<file path="src/core/asrbt_pkg.sv">
// package of timing constants, widths and states for the static memory bus controller
package asrbt_pkg;
   // clock of the controller
   localparam int CLK_PERIOD_PS         = 25000;  // 40 mhz clock period in ps
   // memory geometry
   localparam int ADDR_W                = 19;     // word address width
   localparam int DATA_W                = 16;     // data bus width
   localparam int BYTE_W                = 8;      // width of one byte lane
   localparam int LANES                 = 2;      // byte lanes on the bus
   // read timing in ns, fast grade
   localparam int READ_CYCLE_MIN_NS     = 45;     // shortest read cycle
   localparam int ADDR_TO_VALID_NS      = 45;     // address to data valid, max
   localparam int SELECT_TO_VALID_NS    = 45;     // chip select to data valid, max
   localparam int GATE_TO_VALID_NS      = 22;     // output gate to data valid, max
   localparam int BYTE_SEL_TO_VALID_NS  = 45;     // byte select to data valid, max
   localparam int GATE_TO_RELEASE_NS    = 18;     // output gate high to bus float, max
   // write timing in ns, fast grade
   localparam int WRITE_CYCLE_MIN_NS    = 45;     // shortest write cycle
   localparam int WRITE_PULSE_MIN_NS    = 35;     // shortest write strobe low time
   localparam int ADDR_SETUP_TO_END_NS  = 35;     // address stable before write end
   localparam int BYTE_SEL_TO_END_NS    = 35;     // byte select low before write end
   localparam int DATA_SETUP_NS         = 25;     // data setup before write end
   localparam int STROBE_TO_RELEASE_NS  = 18;     // write strobe low to bus float, max
   // cycle counts: least times round up
   localparam int READ_CYCLES  = (READ_CYCLE_MIN_NS * 1000 + CLK_PERIOD_PS - 1) / CLK_PERIOD_PS;
   localparam int WAIT_MAX_NS  = (ADDR_TO_VALID_NS > BYTE_SEL_TO_VALID_NS) ?
                                 ADDR_TO_VALID_NS : BYTE_SEL_TO_VALID_NS;
   localparam int SAMPLE_CYCLES = (WAIT_MAX_NS * 1000 + CLK_PERIOD_PS - 1) / CLK_PERIOD_PS + 1;
   localparam int PULSE_NS_A   = (WRITE_PULSE_MIN_NS > ADDR_SETUP_TO_END_NS) ?
                                 WRITE_PULSE_MIN_NS : ADDR_SETUP_TO_END_NS;
   localparam int PULSE_NS_B   = (PULSE_NS_A > BYTE_SEL_TO_END_NS) ? PULSE_NS_A : BYTE_SEL_TO_END_NS;
   localparam int PULSE_NS     = (PULSE_NS_B > DATA_SETUP_NS + STROBE_TO_RELEASE_NS) ?
                                 PULSE_NS_B : DATA_SETUP_NS + STROBE_TO_RELEASE_NS;
   localparam int PULSE_CYCLES = (PULSE_NS * 1000 + CLK_PERIOD_PS - 1) / CLK_PERIOD_PS;
   localparam int WRITE_CYCLES = (WRITE_CYCLE_MIN_NS * 1000 + CLK_PERIOD_PS - 1) / CLK_PERIOD_PS;
   localparam int RELEASE_CYCLES = (GATE_TO_RELEASE_NS * 1000 + CLK_PERIOD_PS - 1) / CLK_PERIOD_PS;
   localparam int CNT_W        = 4;              // width of the phase counter
   // controller states, one-hot
   typedef enum logic [3:0] {
      ST_IDLE  = 4'b0001,
      ST_READ  = 4'b0010,
      ST_WRITE = 4'b0100,
      ST_GAP   = 4'b1000
   } asrbt_state_t;
endpackage

</file>
<file path="src/core/asrbt_timer.sv">
// down counter that times one phase of a bus cycle
`timescale 1ns/1ps
module asrbt_timer #(
   parameter int CNT_W = 4
) (
   // clock and reset
   input  wire logic             clk_in,
   input  wire logic             reset_in,
   // control
   input  wire logic             load_in,    // start a new phase
   input  wire logic [CNT_W-1:0] count_in,   // cycles in the phase
   // status
   output logic                  done_out    // phase has run out
);
   logic [CNT_W-1:0] cnt_r;                  // cycles still to go

   // reload on request, else count down to zero
   always_ff @(posedge clk_in or posedge reset_in) begin
      if (reset_in) begin
         cnt_r <= '0;
      end else if (load_in) begin
         cnt_r <= count_in;
      end else if (cnt_r != '0) begin
         cnt_r <= cnt_r - 1'b1;
      end
   end

   // done does not look at load_in: the controller builds its load from done, and
   // feeding the load back here would close a combinational loop
   assign done_out = (cnt_r == '0);
endmodule

</file>
<file path="src/core/asrbt_ctrl.sv">
// controller that runs read and write cycles on an asynchronous static memory bus
//
// What the memory bus requires
// read cycle at least 45 ns, data by then
// memory holds old data 10 ns
// valid data 45 ns after chip select
// valid data 22 ns after output gate
// byte lane valid 45 ns after select
// memory drives lane no earlier than 5 ns
// memory releases bus faster than turning on
// write needs all selects; strobe low 35 ns
// data set 25 ns before write end
// address stable 35 ns before write end
// address zero setup and zero hold
// byte select low 35 ns before end
// write cycles spaced at least 45 ns
// memory deselected by chip or byte selects
// write strobe high through every read
// memory floats data while gate high writing
// never drive while memory drives data
// memory floats when both chip selects drop
// byte selects gate lanes; others float
// round minimums up, wait out maximums
`timescale 1ns/1ps
module asrbt_ctrl #(
   parameter int ADDR_W = asrbt_pkg::ADDR_W,
   parameter int DATA_W = asrbt_pkg::DATA_W
) (
   // clock and reset
   input  wire logic              clk_in,
   input  wire logic              reset_in,
   // user request port
   input  wire logic              req_valid_in,     // request pending
   input  wire logic              req_write_in,     // 1 write, 0 read
   input  wire logic [ADDR_W-1:0] req_addr_in,      // word address
   input  wire logic [DATA_W-1:0] req_wdata_in,     // write data
   input  wire logic [1:0]        req_lanes_in,     // lane enables, bit0 low byte
   output logic                   req_ready_out,    // request taken this cycle
   // user answer port
   output logic                   rd_valid_out,     // read data pulse
   output logic [DATA_W-1:0]      rd_data_out,      // read data, unselected lanes zero
   // memory pins
   output logic [ADDR_W-1:0]      mem_addr_out,     // address pins
   output logic                   chip_select_n_out,
   output logic                   chip_select_hi_out,
   output logic                   write_strobe_n_out,
   output logic                   out_gate_n_out,
   output logic                   upper_byte_sel_n_out,
   output logic                   lower_byte_sel_n_out,
   input  wire logic [DATA_W-1:0] mem_data_in,      // data pins, level seen
   output logic [DATA_W-1:0]      mem_data_out,     // data we drive
   output logic [DATA_W-1:0]      mem_data_oe_out   // high while we drive the bit
);
   localparam int CW = asrbt_pkg::CNT_W;
   localparam int BW = asrbt_pkg::BYTE_W;

   ////////////////////////////////////////////////////////////////////////////
   // state and registers
   asrbt_pkg::asrbt_state_t state_r, state_nxt;    // cycle sequencer
   logic [ADDR_W-1:0]  addr_r;                      // latched address
   logic [DATA_W-1:0]  wdata_r;                     // latched write data
   logic [1:0]         lanes_r;                     // latched lane enables
   logic               sel_r;                       // chip selected
   logic               wr_r;                        // write strobe active
   logic               gate_r;                      // output gate active
   logic               drive_r;                     // we drive data pins
   logic [DATA_W-1:0]  rdata_r;                     // captured read data
   logic               rvalid_r;                    // read data pulse
   logic [DATA_W-1:0]  sync1_r, sync2_r;            // data pin synchroniser
   logic [CW-1:0]      phase_r;                     // cycles spent in the read phase
   logic               was_read_r;                  // last cycle was a read

   ////////////////////////////////////////////////////////////////////////////
   // decode
   wire logic idle_st   = (state_r == asrbt_pkg::ST_IDLE);
   wire logic read_st   = (state_r == asrbt_pkg::ST_READ);
   wire logic write_st  = (state_r == asrbt_pkg::ST_WRITE);
   wire logic gap_st    = (state_r == asrbt_pkg::ST_GAP);
   wire logic take      = idle_st && req_valid_in && (req_lanes_in != 2'b00);
   wire logic done;                                  // phase timer ran out
   // sampling waits out the longest max delay plus the two synchroniser stages
   wire logic rd_sample = read_st && (phase_r == CW'(asrbt_pkg::SAMPLE_CYCLES + 1));
   // read holds for its minimum and until its sample is taken
   wire logic rd_end    = read_st && done && rd_sample;
   wire logic wr_end    = write_st && done;
   wire logic [CW-1:0] load_cnt =
      take ? (req_write_in ? CW'(asrbt_pkg::PULSE_CYCLES)
                           : CW'(asrbt_pkg::SAMPLE_CYCLES + 1))
           : CW'(asrbt_pkg::WRITE_CYCLES - asrbt_pkg::PULSE_CYCLES +
                 (was_read_r ? asrbt_pkg::RELEASE_CYCLES : 0));
   wire logic load      = take || rd_end || wr_end;

   ////////////////////////////////////////////////////////////////////////////
   // phase timer
   asrbt_timer #(.CNT_W(CW)) u_timer (
      .clk_in   (clk_in),
      .reset_in (reset_in),
      .load_in  (load),
      .count_in (load_cnt),
      .done_out (done)
   );

   ////////////////////////////////////////////////////////////////////////////
   // next state
   always_comb begin
      state_nxt = state_r;
      case (state_r)
         asrbt_pkg::ST_IDLE: begin
            if (take) begin
               state_nxt = req_write_in ? asrbt_pkg::ST_WRITE : asrbt_pkg::ST_READ;
            end
         end
         asrbt_pkg::ST_READ: begin
            if (rd_end) begin
               state_nxt = asrbt_pkg::ST_GAP;
            end
         end
         asrbt_pkg::ST_WRITE: begin
            if (wr_end) begin
               state_nxt = asrbt_pkg::ST_GAP;
            end
         end
         asrbt_pkg::ST_GAP: begin
            if (done) begin
               state_nxt = asrbt_pkg::ST_IDLE;
            end
         end
         default: begin
            state_nxt = asrbt_pkg::ST_IDLE;
         end
      endcase
   end

   ////////////////////////////////////////////////////////////////////////////
   // sequencer and pin registers
   always_ff @(posedge clk_in or posedge reset_in) begin
      if (reset_in) begin
         state_r    <= asrbt_pkg::ST_IDLE;
         addr_r     <= '0;
         wdata_r    <= '0;
         lanes_r    <= 2'b00;
         sel_r      <= 1'b0;
         wr_r       <= 1'b0;
         gate_r     <= 1'b0;
         drive_r    <= 1'b0;
         phase_r    <= '0;
         was_read_r <= 1'b0;
      end else begin
         state_r <= state_nxt;
         // address, data and lanes settle with the selects, zero setup allowed
         if (take) begin
            addr_r     <= req_addr_in;
            wdata_r    <= req_wdata_in;
            lanes_r    <= req_lanes_in;
            sel_r      <= 1'b1;
            wr_r       <= req_write_in;
            gate_r     <= !req_write_in;            // gate stays high while writing
            drive_r    <= req_write_in;
            was_read_r <= !req_write_in;
            phase_r    <= '0;
         end else if (rd_end || wr_end) begin
            // every control goes inactive together; address and data held one more edge
            sel_r   <= 1'b0;
            wr_r    <= 1'b0;
            gate_r  <= 1'b0;
            lanes_r <= 2'b00;
         end else if (gap_st) begin
            drive_r <= 1'b0;                        // data held one cycle after the write end, released in the gap
         end
         if (read_st) begin
            phase_r <= phase_r + 1'b1;
         end
      end
   end

   ////////////////////////////////////////////////////////////////////////////
   // data pin synchroniser and capture
   always_ff @(posedge clk_in or posedge reset_in) begin
      if (reset_in) begin
         sync1_r  <= '0;
         sync2_r  <= '0;
         rdata_r  <= '0;
         rvalid_r <= 1'b0;
      end else begin
         sync1_r  <= mem_data_in;
         sync2_r  <= sync1_r;
         rvalid_r <= rd_sample;
         if (rd_sample) begin
            // unselected lanes are floating, so they are masked off
            rdata_r <= sync2_r & {{BW{lanes_r[1]}}, {BW{lanes_r[0]}}};
         end
      end
   end

   ////////////////////////////////////////////////////////////////////////////
   // outputs
   assign req_ready_out        = take;
   assign rd_valid_out         = rvalid_r;
   assign rd_data_out          = rdata_r;
   assign mem_addr_out         = addr_r;
   assign chip_select_n_out    = !sel_r;
   assign chip_select_hi_out   = sel_r;
   assign write_strobe_n_out   = !wr_r;
   assign out_gate_n_out       = !gate_r;
   assign upper_byte_sel_n_out = !lanes_r[1];
   assign lower_byte_sel_n_out = !lanes_r[0];
   assign mem_data_out         = wdata_r;
   // only selected lanes are driven, and only in a write and the gap cycle after it
   assign mem_data_oe_out      = {{BW{drive_r && wdata_lane(1)}}, {BW{drive_r && wdata_lane(0)}}};

   // lane enable loaded at each take and held until the next take; drive_r ends the drive
   logic [1:0] drive_lanes_r;
   always_ff @(posedge clk_in or posedge reset_in) begin
      if (reset_in) begin
         drive_lanes_r <= 2'b00;
      end else if (take) begin
         drive_lanes_r <= req_lanes_in;
      end
   end

   function automatic logic wdata_lane(input int idx);
      wdata_lane = drive_lanes_r[idx];
   endfunction
endmodule

</file>
<file path="config.mk">
export PLATFORM = sky130hd
export DESIGN_NAME = asrbt_ctrl
export DESIGN_NICKNAME = d
export VERILOG_FILES = /design/src/core/asrbt_pkg.sv /design/src/core/asrbt_timer.sv /design/src/core/asrbt_ctrl.sv
export SDC_FILE = /design/constraint.sdc
export NUM_CORES = 1
export LEC_CHECK = 0
export BUFFER_PORTS_ARGS = -buffer_cell sky130_fd_sc_hd__buf_4
export CORE_MARGIN = 2
export CORE_UTILIZATION = 50
export CTS_CLUSTER_DIAMETER = 150
export DETAILED_ROUTE_END_ITERATION = 8
export PLACE_DENSITY = 0.89
export SLEW_MARGIN = 0
export SYNTH_ARGS = -nofsm -noshare
export SYNTH_HDL_FRONTEND = slang
export SYNTH_SLANG_ARGS = --single-unit
export TNS_END_PERCENT = 30
</file>
<file path="constraint.sdc">
create_clock -name clk_in -period 8.05 [get_ports clk_in]
set_input_delay 0.4025 -clock clk_in [delete_from_list [all_inputs] [get_ports clk_in]]
set_output_delay 0.4025 -clock clk_in [all_outputs]
set_load 0.02 [all_outputs]
</file>
==> summary.md <==
| Metric | Value |
|---|---|
| Number of synthesized register bits | ~110 |
| Mapped cell area | 3930 um2 |
| Final worst-path cycle share | between 30% and 40% |
| Final instance area | 5090 um2 |
| Mapped Nets | 428 |
| Synth Flop Type | dfrtp_1 |
| # IOs | about 130 |
| Commonest non-fill, non-tap cell in the layout | nand2_1 |
| Initial antenna violation count | 0 |
| MaxCap Viol Count | 0 |
| Crit path setup slack, layout | approximately 5.3 ns |
| CP Capture Type | output pin |
| Min Tclk post-route | 2.74 ns |
| Rows | 32 |
| CTS tree | done |
| HPWL after DPL | just under 6 mm |
| Core footprint | between 7000 and 8000 um2 |
| Max Slew Vio Count | 0 |
| Routed vias/inst | 4.92 |
| Yosys warnings | 0 |
| Clock transition at path regs | approximately 0.1 ns |
| TNS Setup | 0 ns |
| Post-synth cell types | 35 |
| Die X | 92.6 um |
| CP Launch Type | register |
| Post-synthesis sequential area ratio | between 60% and 70% |
| Placement Cell Area | between 4000 and 5000 um2 |
| Clock Latency Late Sink | roughly 0.37 ns |
| Routability cong. | 0.822 |
| CP top delay family | buffers and inverters |
| Grt ovf | 0 |
| DR pass1 iterations | 4 |
| Commonest non-fill, non-tap cells in the layout | 148 x nand2_1, 134 x buf_4, 104 x dfrtp_1 |
| Total power | around 0.0018 W |
| DRC violations left | 0 |
| Largest net degree at the start of global routing | 57 |
| Clock buffer count from CTS | 9 |
| Starting density of the core | about half |
| Yosys top cell by area | dfrtp_1 |
| Vias in the first global route | between 2,000 and 3,000 |
| First-pass GRT wire length | 13.0 mm |
| CTS Hold Bufs | 0 |
| Yosys top cell area share | roughly two thirds |
| Initial drt markers | ~200 |
| CP required | between 7 and 8 ns |
| Drt wl/cell | about 14 um |
| EDFF count, synth | 0 |
| Gr usage total | about a fifth |
| Clock Tree Buf Depth | 2 |
| Final net count | 542 |
| Full die area | between 8000 and 9000 um2 |
| Syn Inst Count | between 300 and 400 |
| Crit path cell chain | nor4b_1 -> nand3_1 -> buf_4 -> inv_1 -> buf_4 |
| Asr flop ratio synth | 100% |
| Reg2reg setup slack | 5.52 ns |
| Worst R2R End | u_timer.cnt_r[2]$_DFFE_PP0P_ |
| RSZ-0062 raised after global routing | false |
| Top post-synthesis cells by area | dfrtp_1 66%, nand2_1 14%, buf_4 2.9% |
| Lkg Pwr | approximately 2.7 nW |
| Crit path buffers/inverters | 3 |
| CTS H-Tree Depth | 3 |
| Fmax | between 300 and 400 MHz |
| DP Worst Slack | between 5 and 6 ns |
| Power density over cell area | approximately 350 nW/um2 |
| Layout fillers | roughly 550 |
| Maximum vdd drop | about 210 uV |
| Post_cts resized | 0 |
| Layout area overhead | 29.8% |
| Most frequent cell on the critical path | buf_4 |
| Crit path kind | reg2out |
| Layout cells sized above 1 | between 30% and 40% |
| Slew headroom | about a quarter |
| Worst EP arrival | 2.34 ns |
| Worst-case reg-to-reg path depth | 7 |
| Status | finished, final reports clean |
| Root Buffer | clkbuf_8 |
| Via count | roughly 2,900 |
| Antenna-violating nets left | 0 |
| Tightest Pin Transition | 1.10 ns |
| Die Ht | about 90 um |
| Post-CTS Setup Bufs | 0 |
| Post-Route WL | between 8 and 9 mm |
| Ant. Diodes | 0 |
| Final Hold Vio Count | 0 |
| Reg-to-reg critical path startpoint | state_r[0]$_DFFE_PP1P_ |
| Setup Skew | 0.0103 ns |
| TritonCTS sink count | 105 |
| Hold_ws | roughly 0.096 ns |
| Crit path largest cell delay | about 0.6 ns |
| Setup-failing EPs final | 0 |
| Crit-path slowest cell | dfstp_2 |
| Hold crit path type | in2async |
| Crit Path Max Fanout | 44 |
| # port buffers | ~130 |
| Syn_area_per_cell | around 11 um2 |
worst max path at each step:
stage                      startpoint                              to  slack [ns]  cells after the start
2_1_floorplan                reset_in  chip_select_hi_out$_DFFE_PP0P_        4.89                      1
3_3_place_gp   state_r[0]$_DFFE_PP1P_    u_timer.cnt_r[2]$_DFFE_PP0P_        5.64                      7
3_5_place_dp   state_r[0]$_DFFE_PP1P_    u_timer.cnt_r[2]$_DFFE_PP0P_        5.53                      7
4_1_cts        state_r[0]$_DFFE_PP1P_                   req_ready_out        5.29                      5
5_1_grt        state_r[0]$_DFFE_PP1P_                   req_ready_out        5.11                      5
6_report       state_r[0]$_DFFE_PP1P_                   req_ready_out        5.31                      5
cell usage after synthesis (4+ instances only):
cell,n
clkbuf_1,10
nand3_1,18
o21ai_0,6
nand2_1,148
dfrtp_1,104
buf_2,4
inv_1,13
buf_4,15
logic make-up after synthesis:
kind of cell	share of synthesized area [%]
compound gates	4.59
xor+xnor	0.892
fa+ha+maj	0.956
buf+inv	6.57
flops	67.0
mux	0.510
simple gates	19.5
metrics by stage:
stage	std cells	util (%)
floorplan	368	-
global placement	573	63.7
detailed placement	573	63.7
CTS	589	66.6
global route	589	66.6
finish	589	66.6
final cells by class:
cell class              instances  area, um2  area share [%]
flip-flops and latches        105       2630            51.6
inverters                      14       67.6            1.33
clock inverters                 7        101            1.99
multi-input cells             218       1040            20.4
clock buffers                   9        124            2.43
well taps                     102        128            2.50
repair buffers                134       1010            19.7
registers in the layout, summed over array words and instances, names as in the netlist, 2 cells and up:
register / flops
drive_lanes_r: 2
mem_addr_out: 19
state_r: 4
phase_r: 4
sync2_r: 16
mem_data_out: 16
u_timer.cnt_r: 4
sync1_r: 16
rd_data_out: 16
lanes_r: 2
worst register-to-register path: cells and delay by family, from the launching register on:
kind	cells	cell delay, ns
simple gates	3	0.63
flops	1	0.60
buf+inv	3	1.08
compound gates	1	0.13
where the power goes:
group          internal, W  leakage, nW  switching, W
clock             0.000153        0.112      0.000188
sequential        0.000661         1.30      0.000101
combinational     0.000278         1.32      0.000390
total              0.00109         2.74      0.000679
layer usage:
layer / GRT usage, % / wire length (um) / vias up
met4: 9.68 / 237 / 0
met5: 0 / 0 / -
met1: 23.8 / 3190 / 1387
met3: 4.56 / 467 / 20
met2: 33.6 / 4240 / 108
li1: - / - / 1382
(Power assumes the default switching activity.)
